**config.mk**
```make
export PLATFORM = sky130hd
export DESIGN_NAME = fhs_top
export DESIGN_NICKNAME = d
export VERILOG_FILES = /design/src/hw/fhs_pkg.sv /design/src/hw/fhs_edge_latch.sv /design/src/hw/fhs_top.sv
export SDC_FILE = /design/constraint.sdc
export NUM_CORES = 1
export LEC_CHECK = 0
export ABC_AREA = 1
export BUFFER_PORTS_ARGS = -buffer_cell sky130_fd_sc_hd__buf_2
export CAP_MARGIN = 20
export CORE_MARGIN = 2
export CORE_UTILIZATION = 30
export DETAILED_ROUTE_END_ITERATION = 10
export REMOVE_ABC_BUFFERS = 1
export SYNTH_ARGS = -nofsm -noshare
export SYNTH_HDL_FRONTEND = slang
export SYNTH_SLANG_ARGS = --single-unit
```
**constraint.sdc**
```tcl
create_clock -name clk_i -period 1.7 [get_ports clk_i]
set_input_delay 0.085 -clock clk_i [delete_from_list [all_inputs] [get_ports clk_i]]
set_output_delay 0.085 -clock clk_i [all_outputs]
set_load 0.01 [all_outputs]
```
**src/hw/fhs_pkg.sv**
```systemverilog
// Purpose: constants for the floppy host status and control register bank
// Assumes: 8-bit host data bus, primary i/o addresses
// Notes: status-A and status-B share one layout mode input
//
// Functional notes
// - status-A bit 0 shows head direction inverted, 1 means outward.
// - status-A bit 3 shows head side inverted, 1 means side 0.
// - status-A bit 5 latches step going active, clears on input-reg read/reset.
// - status-A bits 6 and 7 mirror dma request and floppy interrupt.
// - basic at mode floats status-B reads; enhanced mode always readable.
// - enhanced status-B bits 1:0 show motors; hard reset clears only.
// - enhanced status-B bit 2 write gate; bits 3,4 toggle on data falls.
// - enhanced status-B bit 5 drive select bit 0; bits 7:6 read one.
// - alternate status-B bits 0, 1 and 7 always read one.
// - alternate status-B bit 2 latches write gate rise, clears on read.
// - alternate bits 3,4 latch data falls, clear on read; no gating.
// - alternate status-B bits 5,6 show drive selects active low.
// - output control writable anytime; hard reset zeroes it, soft keeps it.
// - output control bits 1:0 encode one selected drive.
// - bit 2 low holds soft reset until written high; other bits kept.
// - at/alternate modes: bit 3 low floats request/irq, ignores ack and tc.
// - enhanced mode keeps dma and irq pins enabled whatever bit 3; bit 2 still resets.
// - bits 5:4 drive motors; bits 7:6 read zero.
// - tape register bits 1:0 hold tape drive number; drive 0 never.
// - tape register bits 7:2 float on read; kept over soft reset.
// - drive select asserts only with matching motor bit; motors inverted.
// - basic at mode floats status-A reads.
package fhs_pkg;
	localparam logic [9:0] FHS_ADDR_STAT_A = 10'h3F0;
	localparam logic [9:0] FHS_ADDR_STAT_B = 10'h3F1;
	localparam logic [9:0] FHS_ADDR_DOC = 10'h3F2;
	localparam logic [9:0] FHS_ADDR_TAPE = 10'h3F3;
	localparam logic [9:0] FHS_ADDR_DIN = 10'h3F7;
	localparam logic [7:0] FHS_DOC_RST = 8'h00;
	localparam logic [1:0] FHS_TAPE_RST = 2'h0;
	localparam int FHS_DOC_SRST_BIT = 2;
	localparam int FHS_DOC_DMA_IRQ_ENABLE_BIT = 3;
	localparam int FHS_DOC_MOT0_BIT = 4;
	localparam int FHS_DOC_MOT1_BIT = 5;
	localparam logic [1:0] FHS_DRV0 = 2'h0;
	localparam logic [1:0] FHS_DRV1 = 2'h1;
	// 100 ns least soft reset width at 4 ns clock
	localparam int FHS_SRST_MIN_NS = 100;
	localparam int FHS_CLK_NS = 4;
	localparam int FHS_SRST_CYC = (FHS_SRST_MIN_NS + FHS_CLK_NS - 1) / FHS_CLK_NS;
	typedef enum logic [1:0] {
		FHS_MODE_AT,
		FHS_MODE_ENH,
		FHS_MODE_ALT
	} fhs_mode_t;
endpackage

```
**src/hw/fhs_edge_latch.sv**
```systemverilog
// Purpose: edge detection for one disk line with sticky and toggle views
// Assumes: input synchronous to clk_i
// Notes: set wins over a clear in the same cycle
`timescale 1ns/1ps
module fhs_edge_latch
	import fhs_pkg::*;
(
	input wire logic clk_i,
	input wire logic rst_b_i,
	input wire logic soft_rst_i,
	input wire logic line_i,
	input wire logic rise_sel_i,
	input wire logic clear_i,
	output logic sticky_o,
	output logic toggle_o
);
	logic prev_r;
	logic prev_nxt;
	logic sticky_r;
	logic sticky_nxt;
	logic toggle_r;
	logic toggle_nxt;
	logic hit;

	// next state; rise_sel picks the active-going or inactive-going edge
	always_comb begin
		prev_nxt = line_i;
		hit = rise_sel_i ? (line_i & ~prev_r) : (~line_i & prev_r);
		toggle_nxt = toggle_r ^ hit;
		if (hit) begin
			sticky_nxt = 1'b1;
		end else if (clear_i | soft_rst_i) begin
			sticky_nxt = 1'b0;
		end else begin
			sticky_nxt = sticky_r;
		end
	end

	always_ff @(posedge clk_i or negedge rst_b_i) begin
		if (!rst_b_i) begin
			prev_r <= 1'b0;
			sticky_r <= 1'b0;
			toggle_r <= 1'b0;
		end else begin
			prev_r <= prev_nxt;
			sticky_r <= sticky_nxt;
			toggle_r <= toggle_nxt;
		end
	end

	assign sticky_o = sticky_r;
	assign toggle_o = toggle_r;
endmodule

```
**src/hw/fhs_top.sv**
```systemverilog
// Purpose: host status and control register bank of a floppy controller
// Assumes: isa-style strobes one cycle wide, synchronous to clk_i
// Notes: data bus is split into in, out and output enable
`timescale 1ns/1ps
module fhs_top
	import fhs_pkg::*;
(
	input wire logic clk_i,
	input wire logic rst_b_i,
	input wire logic [1:0] mode_i,
	input wire logic [9:0] addr_i,
	input wire logic rd_i,
	input wire logic wr_i,
	input wire logic [7:0] data_i,
	output logic [7:0] data_o,
	output logic [7:0] data_oe_o,
	input wire logic head_dir_in_i,
	input wire logic head_side_select_i,
	input wire logic write_protect_i,
	input wire logic index_pulse_i,
	input wire logic track_zero_i,
	input wire logic step_i,
	input wire logic write_gate_i,
	input wire logic read_data_i,
	input wire logic write_data_i,
	input wire logic dma_req_core_i,
	input wire logic floppy_irq_core_i,
	input wire logic dma_ack_n_i,
	input wire logic term_count_i,
	output logic dma_req_o,
	output logic dma_req_oe_o,
	output logic floppy_irq_o,
	output logic floppy_irq_oe_o,
	output logic dma_ack_n_o,
	output logic term_count_o,
	output logic soft_reset_n_o,
	output logic [1:0] tape_drive_o,
	output logic drive_sel_0_n_o,
	output logic drive_sel_1_n_o,
	output logic motor_on_0_n_o,
	output logic motor_on_1_n_o
);
	////////////////////////////////////////////////////////////////////////
	// register state
	logic [7:0] doc_r;
	logic [7:0] doc_nxt;
	logic [1:0] tape_r;
	logic [1:0] tape_nxt;
	logic [7:0] rdata_r;
	logic [7:0] rdata_nxt;
	logic [7:0] oe_r;
	logic [7:0] oe_nxt;
	logic srst_hold_r;
	logic srst_hold_nxt;
	logic [$clog2(FHS_SRST_CYC+1)-1:0] srst_cnt_r;
	logic [$clog2(FHS_SRST_CYC+1)-1:0] srst_cnt_nxt;
	fhs_mode_t mode;
	logic din_read;
	logic soft_rst;
	logic pins_en;
	logic step_stk;
	logic wg_stk;
	logic rd_stk;
	logic rd_tog;
	logic wd_stk;
	logic wd_tog;
	logic ds0_n;
	logic ds1_n;
	logic [7:0] stat_a;
	logic [7:0] stat_b;

	// address compare used by every decode
	function automatic logic hit(input logic [9:0] a, input logic [9:0] r);
		hit = (a == r);
	endfunction

	assign mode = fhs_mode_t'(mode_i);
	assign din_read = rd_i & hit(addr_i, FHS_ADDR_DIN);
	assign soft_rst = ~doc_r[FHS_DOC_SRST_BIT] | srst_hold_r;

	////////////////////////////////////////////////////////////////////////
	// edge latches on disk lines; the write-data one ignores write gate
	fhs_edge_latch u_step (
		.clk_i(clk_i),
		.rst_b_i(rst_b_i),
		.soft_rst_i(soft_rst),
		.line_i(step_i),
		.rise_sel_i(1'b1),
		.clear_i(din_read),
		.sticky_o(step_stk),
		.toggle_o()
	);
	fhs_edge_latch u_write_gate (
		.clk_i(clk_i),
		.rst_b_i(rst_b_i),
		.soft_rst_i(1'b0),
		.line_i(write_gate_i),
		.rise_sel_i(1'b1),
		.clear_i(din_read),
		.sticky_o(wg_stk),
		.toggle_o()
	);
	fhs_edge_latch u_rdata (
		.clk_i(clk_i),
		.rst_b_i(rst_b_i),
		.soft_rst_i(1'b0),
		.line_i(read_data_i),
		.rise_sel_i(1'b0),
		.clear_i(din_read),
		.sticky_o(rd_stk),
		.toggle_o(rd_tog)
	);
	fhs_edge_latch u_wdata (
		.clk_i(clk_i),
		.rst_b_i(rst_b_i),
		.soft_rst_i(1'b0),
		.line_i(write_data_i),
		.rise_sel_i(1'b0),
		.clear_i(din_read),
		.sticky_o(wd_stk),
		.toggle_o(wd_tog)
	);

	////////////////////////////////////////////////////////////////////////
	// drive decode: a select only asserts with its own motor bit
	always_comb begin
		ds0_n = ~((doc_r[1:0] == FHS_DRV0) & doc_r[FHS_DOC_MOT0_BIT]);
		ds1_n = ~((doc_r[1:0] == FHS_DRV1) & doc_r[FHS_DOC_MOT1_BIT]);
	end
	assign drive_sel_0_n_o = ds0_n;
	assign drive_sel_1_n_o = ds1_n;
	assign motor_on_0_n_o = ~doc_r[FHS_DOC_MOT0_BIT];
	assign motor_on_1_n_o = ~doc_r[FHS_DOC_MOT1_BIT];
	assign soft_reset_n_o = ~soft_rst;
	assign tape_drive_o = tape_r;

	////////////////////////////////////////////////////////////////////////
	// dma and interrupt pin enables
	always_comb begin
		pins_en = (mode == FHS_MODE_ENH) | doc_r[FHS_DOC_DMA_IRQ_ENABLE_BIT];
	end
	assign dma_req_o = dma_req_core_i;
	assign floppy_irq_o = floppy_irq_core_i;
	assign dma_req_oe_o = pins_en;
	assign floppy_irq_oe_o = pins_en;
	// disabled ack and terminal count inputs are forced inactive
	assign dma_ack_n_o = pins_en ? dma_ack_n_i : 1'b1;
	assign term_count_o = pins_en & term_count_i;

	////////////////////////////////////////////////////////////////////////
	// status views
	always_comb begin
		stat_a = {floppy_irq_core_i, dma_req_core_i, step_stk,
			track_zero_i, ~head_side_select_i, index_pulse_i,
			write_protect_i, ~head_dir_in_i};
		if (mode == FHS_MODE_ENH) begin
			stat_b = {2'b11, doc_r[0], wd_tog, rd_tog,
				write_gate_i, ~motor_on_1_n_o, ~motor_on_0_n_o};
		end else begin
			stat_b = {1'b1, ds1_n, ds0_n, wd_stk, rd_stk,
				wg_stk, 2'b11};
		end
	end

	////////////////////////////////////////////////////////////////////////
	// register writes and soft reset minimum hold
	always_comb begin
		doc_nxt = doc_r;
		tape_nxt = tape_r;
		srst_hold_nxt = srst_hold_r;
		srst_cnt_nxt = srst_cnt_r;
		if (wr_i && hit(addr_i, FHS_ADDR_DOC)) begin
			doc_nxt = {2'b00, data_i[5:0]};
		end
		if (wr_i && hit(addr_i, FHS_ADDR_TAPE)) begin
			tape_nxt = data_i[1:0];
		end
		// stretch a short low pulse so the core sees at least 100 ns
		if (!doc_r[FHS_DOC_SRST_BIT]) begin
			srst_hold_nxt = 1'b1;
			srst_cnt_nxt = '0;
		end else if (srst_hold_r) begin
			if (srst_cnt_r == ($clog2(FHS_SRST_CYC+1))'(FHS_SRST_CYC - 1)) begin
				srst_hold_nxt = 1'b0;
			end else begin
				srst_cnt_nxt = srst_cnt_r + 1'b1;
			end
		end
	end

	////////////////////////////////////////////////////////////////////////
	// read data and drive enables, registered
	always_comb begin
		rdata_nxt = 8'h00;
		oe_nxt = 8'h00;
		if (rd_i) begin
			if (hit(addr_i, FHS_ADDR_STAT_A) && mode != FHS_MODE_AT) begin
				rdata_nxt = stat_a;
				oe_nxt = 8'hFF;
			end else if (hit(addr_i, FHS_ADDR_STAT_B) &&
				mode != FHS_MODE_AT) begin
				rdata_nxt = stat_b;
				oe_nxt = 8'hFF;
			end else if (hit(addr_i, FHS_ADDR_DOC)) begin
				rdata_nxt = doc_r;
				oe_nxt = 8'hFF;
			end else if (hit(addr_i, FHS_ADDR_TAPE)) begin
				rdata_nxt = {6'h00, tape_r};
				oe_nxt = 8'h03;
			end
		end
	end

	// hard reset only; soft reset leaves these registers alone
	always_ff @(posedge clk_i or negedge rst_b_i) begin
		if (!rst_b_i) begin
			doc_r <= FHS_DOC_RST;
			tape_r <= FHS_TAPE_RST;
			srst_hold_r <= 1'b0;
			srst_cnt_r <= '0;
			rdata_r <= 8'h00;
			oe_r <= 8'h00;
		end else begin
			doc_r <= doc_nxt;
			tape_r <= tape_nxt;
			srst_hold_r <= srst_hold_nxt;
			srst_cnt_r <= srst_cnt_nxt;
			rdata_r <= rdata_nxt;
			oe_r <= oe_nxt;
		end
	end

	assign data_o = rdata_r;
	assign data_oe_o = oe_r;
endmodule

```
==> results.md, run 1 <==
- Status: complete, no violations
- Crit path required time: between 1.5 and 2 ns
- Num Clock Sinks: 34
- HP Start: data_i[2]
- Syn avg cell area: between 7 and 8 um2
- Per-cell routed wire length: between 10 and 15 um
- Post-Syn Area: 0.00189 mm2
- Row cnt: 28
- Placer Congestion: 0.811
- Critical path launch point type: flop
- WL met2: 1.85 mm
- Fmax: about 780 MHz
- Final setup violation count: 0
- Post-route cell area: around 0.0023 mm2
- Worst Tran Pin Value: around 0.75 ns
- Slowest cell delay on critical path: around 0.53 ns
- Power Density: between 600 and 700 mW/mm2
- Worst min path class: input pin to flop
- CP Launch Point: doc_r[2]$_DFFE_PN0P_
- Final worst path period share: 0.751
- M1 WL: slightly below 2 mm
- Worst Reg-to-Reg Cells: 7
- Detailed placement HPWL: about 3.3 mm
- R2R setup slack: ~0.43 ns
- Core ar.: 0.00599 mm2
- CTS clock-pin slew for the worst setup and hold paths: 0.07 ns
- Vias: between 1.5k and 2k
- P_leak: ~0.0013 uW
- Worst Clk Skew: 0.00794 ns
- Crit end category: output pin
- Worst skew pair latency: 0.29 ns
- Area contributors post-synth: dfrtp_1 45%, nand2_1 11%, inv_1 7.7%, nor2_1 4.8%, nand3_1 4.2%
- Layout fillers: approximately 630
- Top layer in use: met4
- Num CTS Buffers: 5
- Crit Reg-Reg Endpoint: srst_cnt_r[0]$_DFFE_PN0P_
- Global Route Usage Sum: 0.128
- Setup TNS Final: 0 ns
- Final Critical Period: between 1 and 1.5 ns
- Slowest stage cell on the critical path: dfrtp_1
- WL met3: 267 um
- Sequential-to-total area share from yosys stat: 0.450
- Drt drc: 0
- Initial Utilization: 0.316
- Total Routed Length: about 4.2 mm
- Diodes inserted: 0
- Pre-Repair DR Iteration Count: 4
- Die X: between 80 and 90 um
- Global-route wire length before repair: approximately 7.1 mm
- Post-route antenna net violation count: 0
- Ports: between 60 and 70
- Clock tree buffer depth: 2
- Nets@finish: approximately 340
- Initial antenna violation count: 0
- Post-CTS sizing: 0
- Final slew viol count: 0
- Largest net degree at the start of global routing: 35
- Setup bufs post-CTS: 0
- TritonCTS clock tree: built
- Synth warnings: 0
- Peak supply drop: approximately 0.23 mV
- Crit path capture: soft_reset_n_o
- Leading area contributor after synthesis: dfrtp_1
- RR Startpoint: srst_cnt_r[0]$_DFFE_PN0P_
- Critical Path Fanout Max: 9
- PortBufs: between 60 and 70
- Share of post-route cells with drive strength above 1: 0.308
- GR Overflow Total: 0
- Area post-placement: 0.00221 mm2
- Layout Area Growth over Synthesis: 23.8%
- Yosys top cell area share: 0.450
- Number of global-route vias before repair: ~1.5k
- Relative slew slack: 0.501
- Synthesized instance count: about 240
- CP arrival: between 1 and 1.5 ns
- Max Cap Violations: 0
- Die height: 83.4 um
- Starting DRT DRC Count: 66
- Root Buffer: clkbuf_8
- RSZ-0062 raised after global routing: no
- Via density: between 4 and 5
- Total Power: ~1600 uW
- Final-report hold violation count: 0
- Die Area: a little under 0.007 mm2
- Post-synthesis register bit count: 34
- Crit path kind: flop to output pin
- Synth unique cells: 28
- CTS H-Tree Depth: 2
- Cells along the critical path: nand2_1 -> inv_1 -> buf_2
[sequential cells by signal (all words and copies together) (netlist names), 2 cells and up]
| register | count |
|---|---|
| data_o | 8 |
| doc_r | 6 |
| srst_cnt_r | 5 |
| data_oe_o | 2 |
| tape_drive_o | 2 |
[final cells by class]
cell class / instances / area (um2) / share of cell area
clock inverter: 1 / 7.51 / 0.00321
tap: 75 / 93.8 / 0.0401
inverter: 42 / 158 / 0.0673
clock buffer: 6 / 72.6 / 0.0310
multi-input combinational: 151 / 793 / 0.339
sequential: 34 / 851 / 0.363
timing repair buffer: 68 / 365 / 0.156
[how the worst min path moves through the flow]
stage	endpoint	slack [ns]	cells after the start
floorplan	data_o[0]$_DFF_PN0_	-0.21	0
global placement	srst_cnt_r[0]$_DFFE_PN0P_	0.20	1
detailed placement	srst_cnt_r[0]$_DFFE_PN0P_	0.21	1
CTS	doc_r[3]$_DFFE_PN0P_	0.02	3
global route	doc_r[2]$_DFFE_PN0P_	0.03	3
finish	doc_r[2]$_DFFE_PN0P_	0.03	3
[power by group]
group          switching, uW  internal [uW]
combinational            117           76.9
clock                    289            281
sequential              11.4            842
[cells in the mapped netlist, drive strengths merged]
library cell	count
o21ai	18
o211ai	1
buf	12
nor3	1
nand4	6
xor2	2
o21bai	1
inv	42
a21oi	4
ha	2
nand3b	1
nand3	17
a21boi	1
dfrtp	34
nand2	63
o22ai	1
nor2	33
[kinds of logic after synthesis]
| family | Yosys count | share of synthesized area |
|---|---|---|
| AND/OR/NAND/NOR | 121 | 0.322 |
| buffers and inverters | 54 | 0.130 |
| flip-flops | 34 | 0.450 |
| AO/OA/AOI/OAI | 26 | 0.0755 |
| XOR/XNOR | 2 | 0.00927 |
| adder cells (fa/ha/maj) | 2 | 0.0132 |
[timing repair]
item	4_1_cts	5_1_grt
hold endpoints to repair	38	0
endpoints found under the setup margin	0	0
hold buffers	5	0
[through the flow]
stage	worst slack, ns	util	hold WS [ns]	cells
3_5_place_dp	0.434	0.369	0.206	365
2_1_floorplan	0.566	-	-0.211	227
6_report	0.423	0.391	0.0258	377
5_1_grt	0.216	0.391	0.0317	377
4_1_cts	0.411	0.391	0.0217	377
3_3_place_gp	0.483	0.369	0.198	365
[cell usage in the layout (no fill, tap or decap), types with 2 or more instances in the layout]
| cell type | n |
|---|---|
| inv_1 | 39 |
| xor2_1 | 2 |
| nand2_1 | 53 |
| nand2_4 | 2 |
| inv_2 | 3 |
| o21ai_0 | 12 |
| nand4_1 | 6 |
| clkbuf_8 | 5 |
| o21ai_1 | 5 |
| nand2_2 | 8 |
| dfrtp_1 | 34 |
| nand3_1 | 16 |
| nor2_1 | 24 |
| buf_2 | 63 |
| nor2_4 | 3 |
| nor2_8 | 2 |
| dlygate4sd3_1 | 5 |
| ha_1 | 2 |
| a21oi_1 | 4 |
| nor2_2 | 4 |
[metal layers]
layer,vias up,track usage
met1,700,0.168
met5,-,0
met2,57,0.199
met3,6,0.0378
met4,0,0.0492
li1,851,-
[worst max-delay path: cells and delay by family (launching register included)]
kind | cells | cell delay (ns)
flip-flops | 1 | 0.53
AND/OR/NAND/NOR | 1 | 0.16
buffers and inverters | 2 | 0.22
Power figures use the tool's default switching activity.
==> inputs of run 2 (changes only) <==
==> constraint.sdc (replaced) <==
create_clock -name clk_i -period 1.3 [get_ports clk_i]
set_input_delay 0.065 -clock clk_i [delete_from_list [all_inputs] [get_ports clk_i]]
set_output_delay 0.065 -clock clk_i [all_outputs]
set_load 0.01 [all_outputs]
==> results.md, run 2 (synthesis gave the netlist of run 1 again) <==
- Setup TNS Final: 0 ns (unchanged)
- Crit end category: flop (was output pin)
- Final core utilization: 0.411 (was 0.391)
- Slowest stage cell on the critical path: dfrtp_1 (unchanged)
- Initial antenna violation count: 0 (unchanged)
- Die Area: 0.00695 mm2 (unchanged)
- Final Critical Period: 1.19 ns
- Seq pwr share: 0.473 (was 0.528)
- Detailed placement HPWL: 3.36 mm (was 3.31 mm)
- Sw Pwr: 572 uW (was 418 uW)
- Commonest non-fill, non-tap cell in the layout: buf_2 (unchanged)
- Drt drc: 0 (unchanged)
- Clk pwr share: 0.412 (was 0.352)
- Num Clock Sinks: 34 (unchanged)
- Crit path kind: flop to flop (was flop to output pin)
- Row cnt: 28 (unchanged)
- Global Route Usage Sum: 0.132 (was 0.128)
- Pre-Repair DR Iteration Count: 4 (unchanged)
- Ports: 66 (unchanged)
- Vias: 1671 (was 1614)
- Number of global-route vias before repair: 1533 (was 1549)
- CTS clock-pin slew for the worst setup and hold paths: 0.07 ns (about the same)
- Worst Clk Skew: 0.00595 ns (was 0.00794 ns)
- Clock tree buffer depth: 2 (unchanged)
- Worst Tran Pin Value: 0.403 ns (was 0.749 ns)
- Crit path required time: 1.47 ns (was 1.62 ns)
- Starting DRT DRC Count: 70 (was 66)
- Switching Share: 0.242 (was 0.258)
- Diodes inserted: 0 (unchanged)
- Final slew viol count: 0 (unchanged)
- Peak supply drop: 0.412 mV (was 0.231 mV)
- Fmax: around 840 MHz
- Critical path launch point type: flop (unchanged)
- Core ar.: 0.00599 mm2 (unchanged)
- TritonCTS clock tree: built (unchanged)
- Pint: 1790 uW (was 1200 uW)
- CP arrival: 1.36 ns (was 1.19 ns)
- Power Density: 958 mW/mm2 (was 691 mW/mm2)
- Delay-heaviest family, CP: flip-flops (unchanged)
- PortBufs: 63 (unchanged)
- Global-route wire length before repair: 7.18 mm (was 7.11 mm)
- Via density: 4.32 (was 4.28)
- Nets@finish: 350 (was 341)
- Slowest cell delay on critical path: 0.41 ns (was 0.53 ns)
- Layout Area Growth over Synthesis: 30.2% (was 23.8%)
- Max Cap Violations: 0 (unchanged)
- GR Util met1: 0.174 (was 0.168)
- Crit path buf inv count: 2 (unchanged)
- GR Layer Usage met3: 0.0308 (was 0.0378)
- Max reg flops: 8 (unchanged)
- Status: complete, no violations (unchanged)
- Share of post-route cells with drive strength above 1: 0.333 (was 0.308)
- Die height: 83.4 um (unchanged)
- Final setup violation count: 0 (unchanged)
- Largest net degree at the start of global routing: 19 (was 35)
- Initial Utilization: 0.316 (unchanged)
- Final worst path period share: 0.916
- Die X: 83.4 um (unchanged)
- Relative slew slack: 0.731 (was 0.501)
- Per-cell routed wire length: 11.0 um (was 11.1 um)
- Critical Path Fanout Max: 6 (was 9)
- Most frequent cells in the layout: 63 x buf_2, 53 x nand2_1, 36 x inv_1 (was 63 x buf_2, 53 x nand2_1, 39 x inv_1)
- Total Routed Length: 4.27 mm (was 4.18 mm)
- Root Buffer: clkbuf_8 (unchanged)
- Post-route antenna net violation count: 0 (unchanged)
- GR Util met2: 0.196 (was 0.199)
- Gate power share: 0.115 (was 0.120)
- Worst skew pair latency: 0.29 ns (about the same)
- Total Power: 2360 uW (was 1620 uW)
- P_leak: 0.00137 uW (was 0.00131 uW)
- Num CTS Buffers: 5 (unchanged)
- CTS H-Tree Depth: 2 (unchanged)
- GR Overflow Total: 0 (unchanged)
- Cells along the critical path: inv_2 -> ha_1 -> nand3_1 -> o21ai_2 -> inv_2 -> nand3_1 -> o21ai_0 (was nand2_1 -> inv_1 -> buf_2)
- Placer Congestion: 0.841 (was 0.811)
- Worst min path class: input pin to flop (unchanged)
- Most Crowded Layer GR: met2 (unchanged)
- Final-report hold violation count: 0 (unchanged)
[run 2: worst min-delay path, delay by kind of cell]
family                 cells  cell delay (ns)
buffers and inverters      1             0.08
AND/OR/NAND/NOR            3             0.14
[run 2: per-stage QoR]
step,setup WS [ns],instance area (um2),hold slack (ns),cells
6_report,0.109,2460,0.0225,387
2_1_floorplan,0.166,1800,-0.231,227
3_3_place_gp,0.0930,2250,0.0208,368
5_1_grt,-0.0295,2460,0.0263,387
3_5_place_dp,0.0597,2250,0.0204,368
4_1_cts,0.0396,2440,0.0106,384
[run 2: final timing paths]
check	from	endpoint	slack (ns)	depth (start not counted)
max in group asynchronous	rst_b_i	doc_r[2]$_DFFE_PN0P_	0.64	3
hold reg to reg	u_step.prev_r$_DFF_PN0_	u_step.sticky_o$_DFFE_PN0P_	0.42	1
min in group asynchronous	rst_b_i	srst_cnt_r[2]$_DFFE_PN0P_	0.23	2
setup reg to reg	srst_cnt_r[1]$_DFFE_PN0P_	srst_cnt_r[0]$_DFFE_PN0P_	0.11	7
setup / recovery	srst_cnt_r[1]$_DFFE_PN0P_	srst_cnt_r[0]$_DFFE_PN0P_	0.11	7
hold / removal	head_side_select_i	data_o[3]$_DFF_PN0_	0.02	4
[run 2: metal layers]
layer,up-vias,routed length (um),share of wire
met4,0,134,0.031
met3,9,265,0.062
met5,-,0,0
met1,732,2030,0.48
met2,56,1840,0.43
li1,874,-,-
[run 2: final cells by class]
class                           instances  area (um2)
Clock inverter                          2        37.5
Inverter                               42         158
Multi-Input combinational cell        151         797
Clock buffer                            6        72.6
Fill cell                             632        3530
Tap cell                               75        93.8
Timing Repair Buffer                   77         453
Sequential cell                        34         851
[run 2: what timing repair did]
item | 4_1_cts | 5_1_grt
endpoints found under the setup margin | 0 | 3
setup buffers | 0 | 3
hold endpoints to repair | 23 | 0
hold buffers | 8 | 0
gates resized for setup | 0 | 5
[run 2: power groups by stage]
stage	registers, uW	logic, uW	clock network [uW]
2_1_floorplan	1130	128	0
3_3_place_gp	1140	253	0
3_5_place_dp	1140	256	0
4_1_cts	1120	276	1010
5_1_grt	1120	309	1040
6_report	1120	272	971
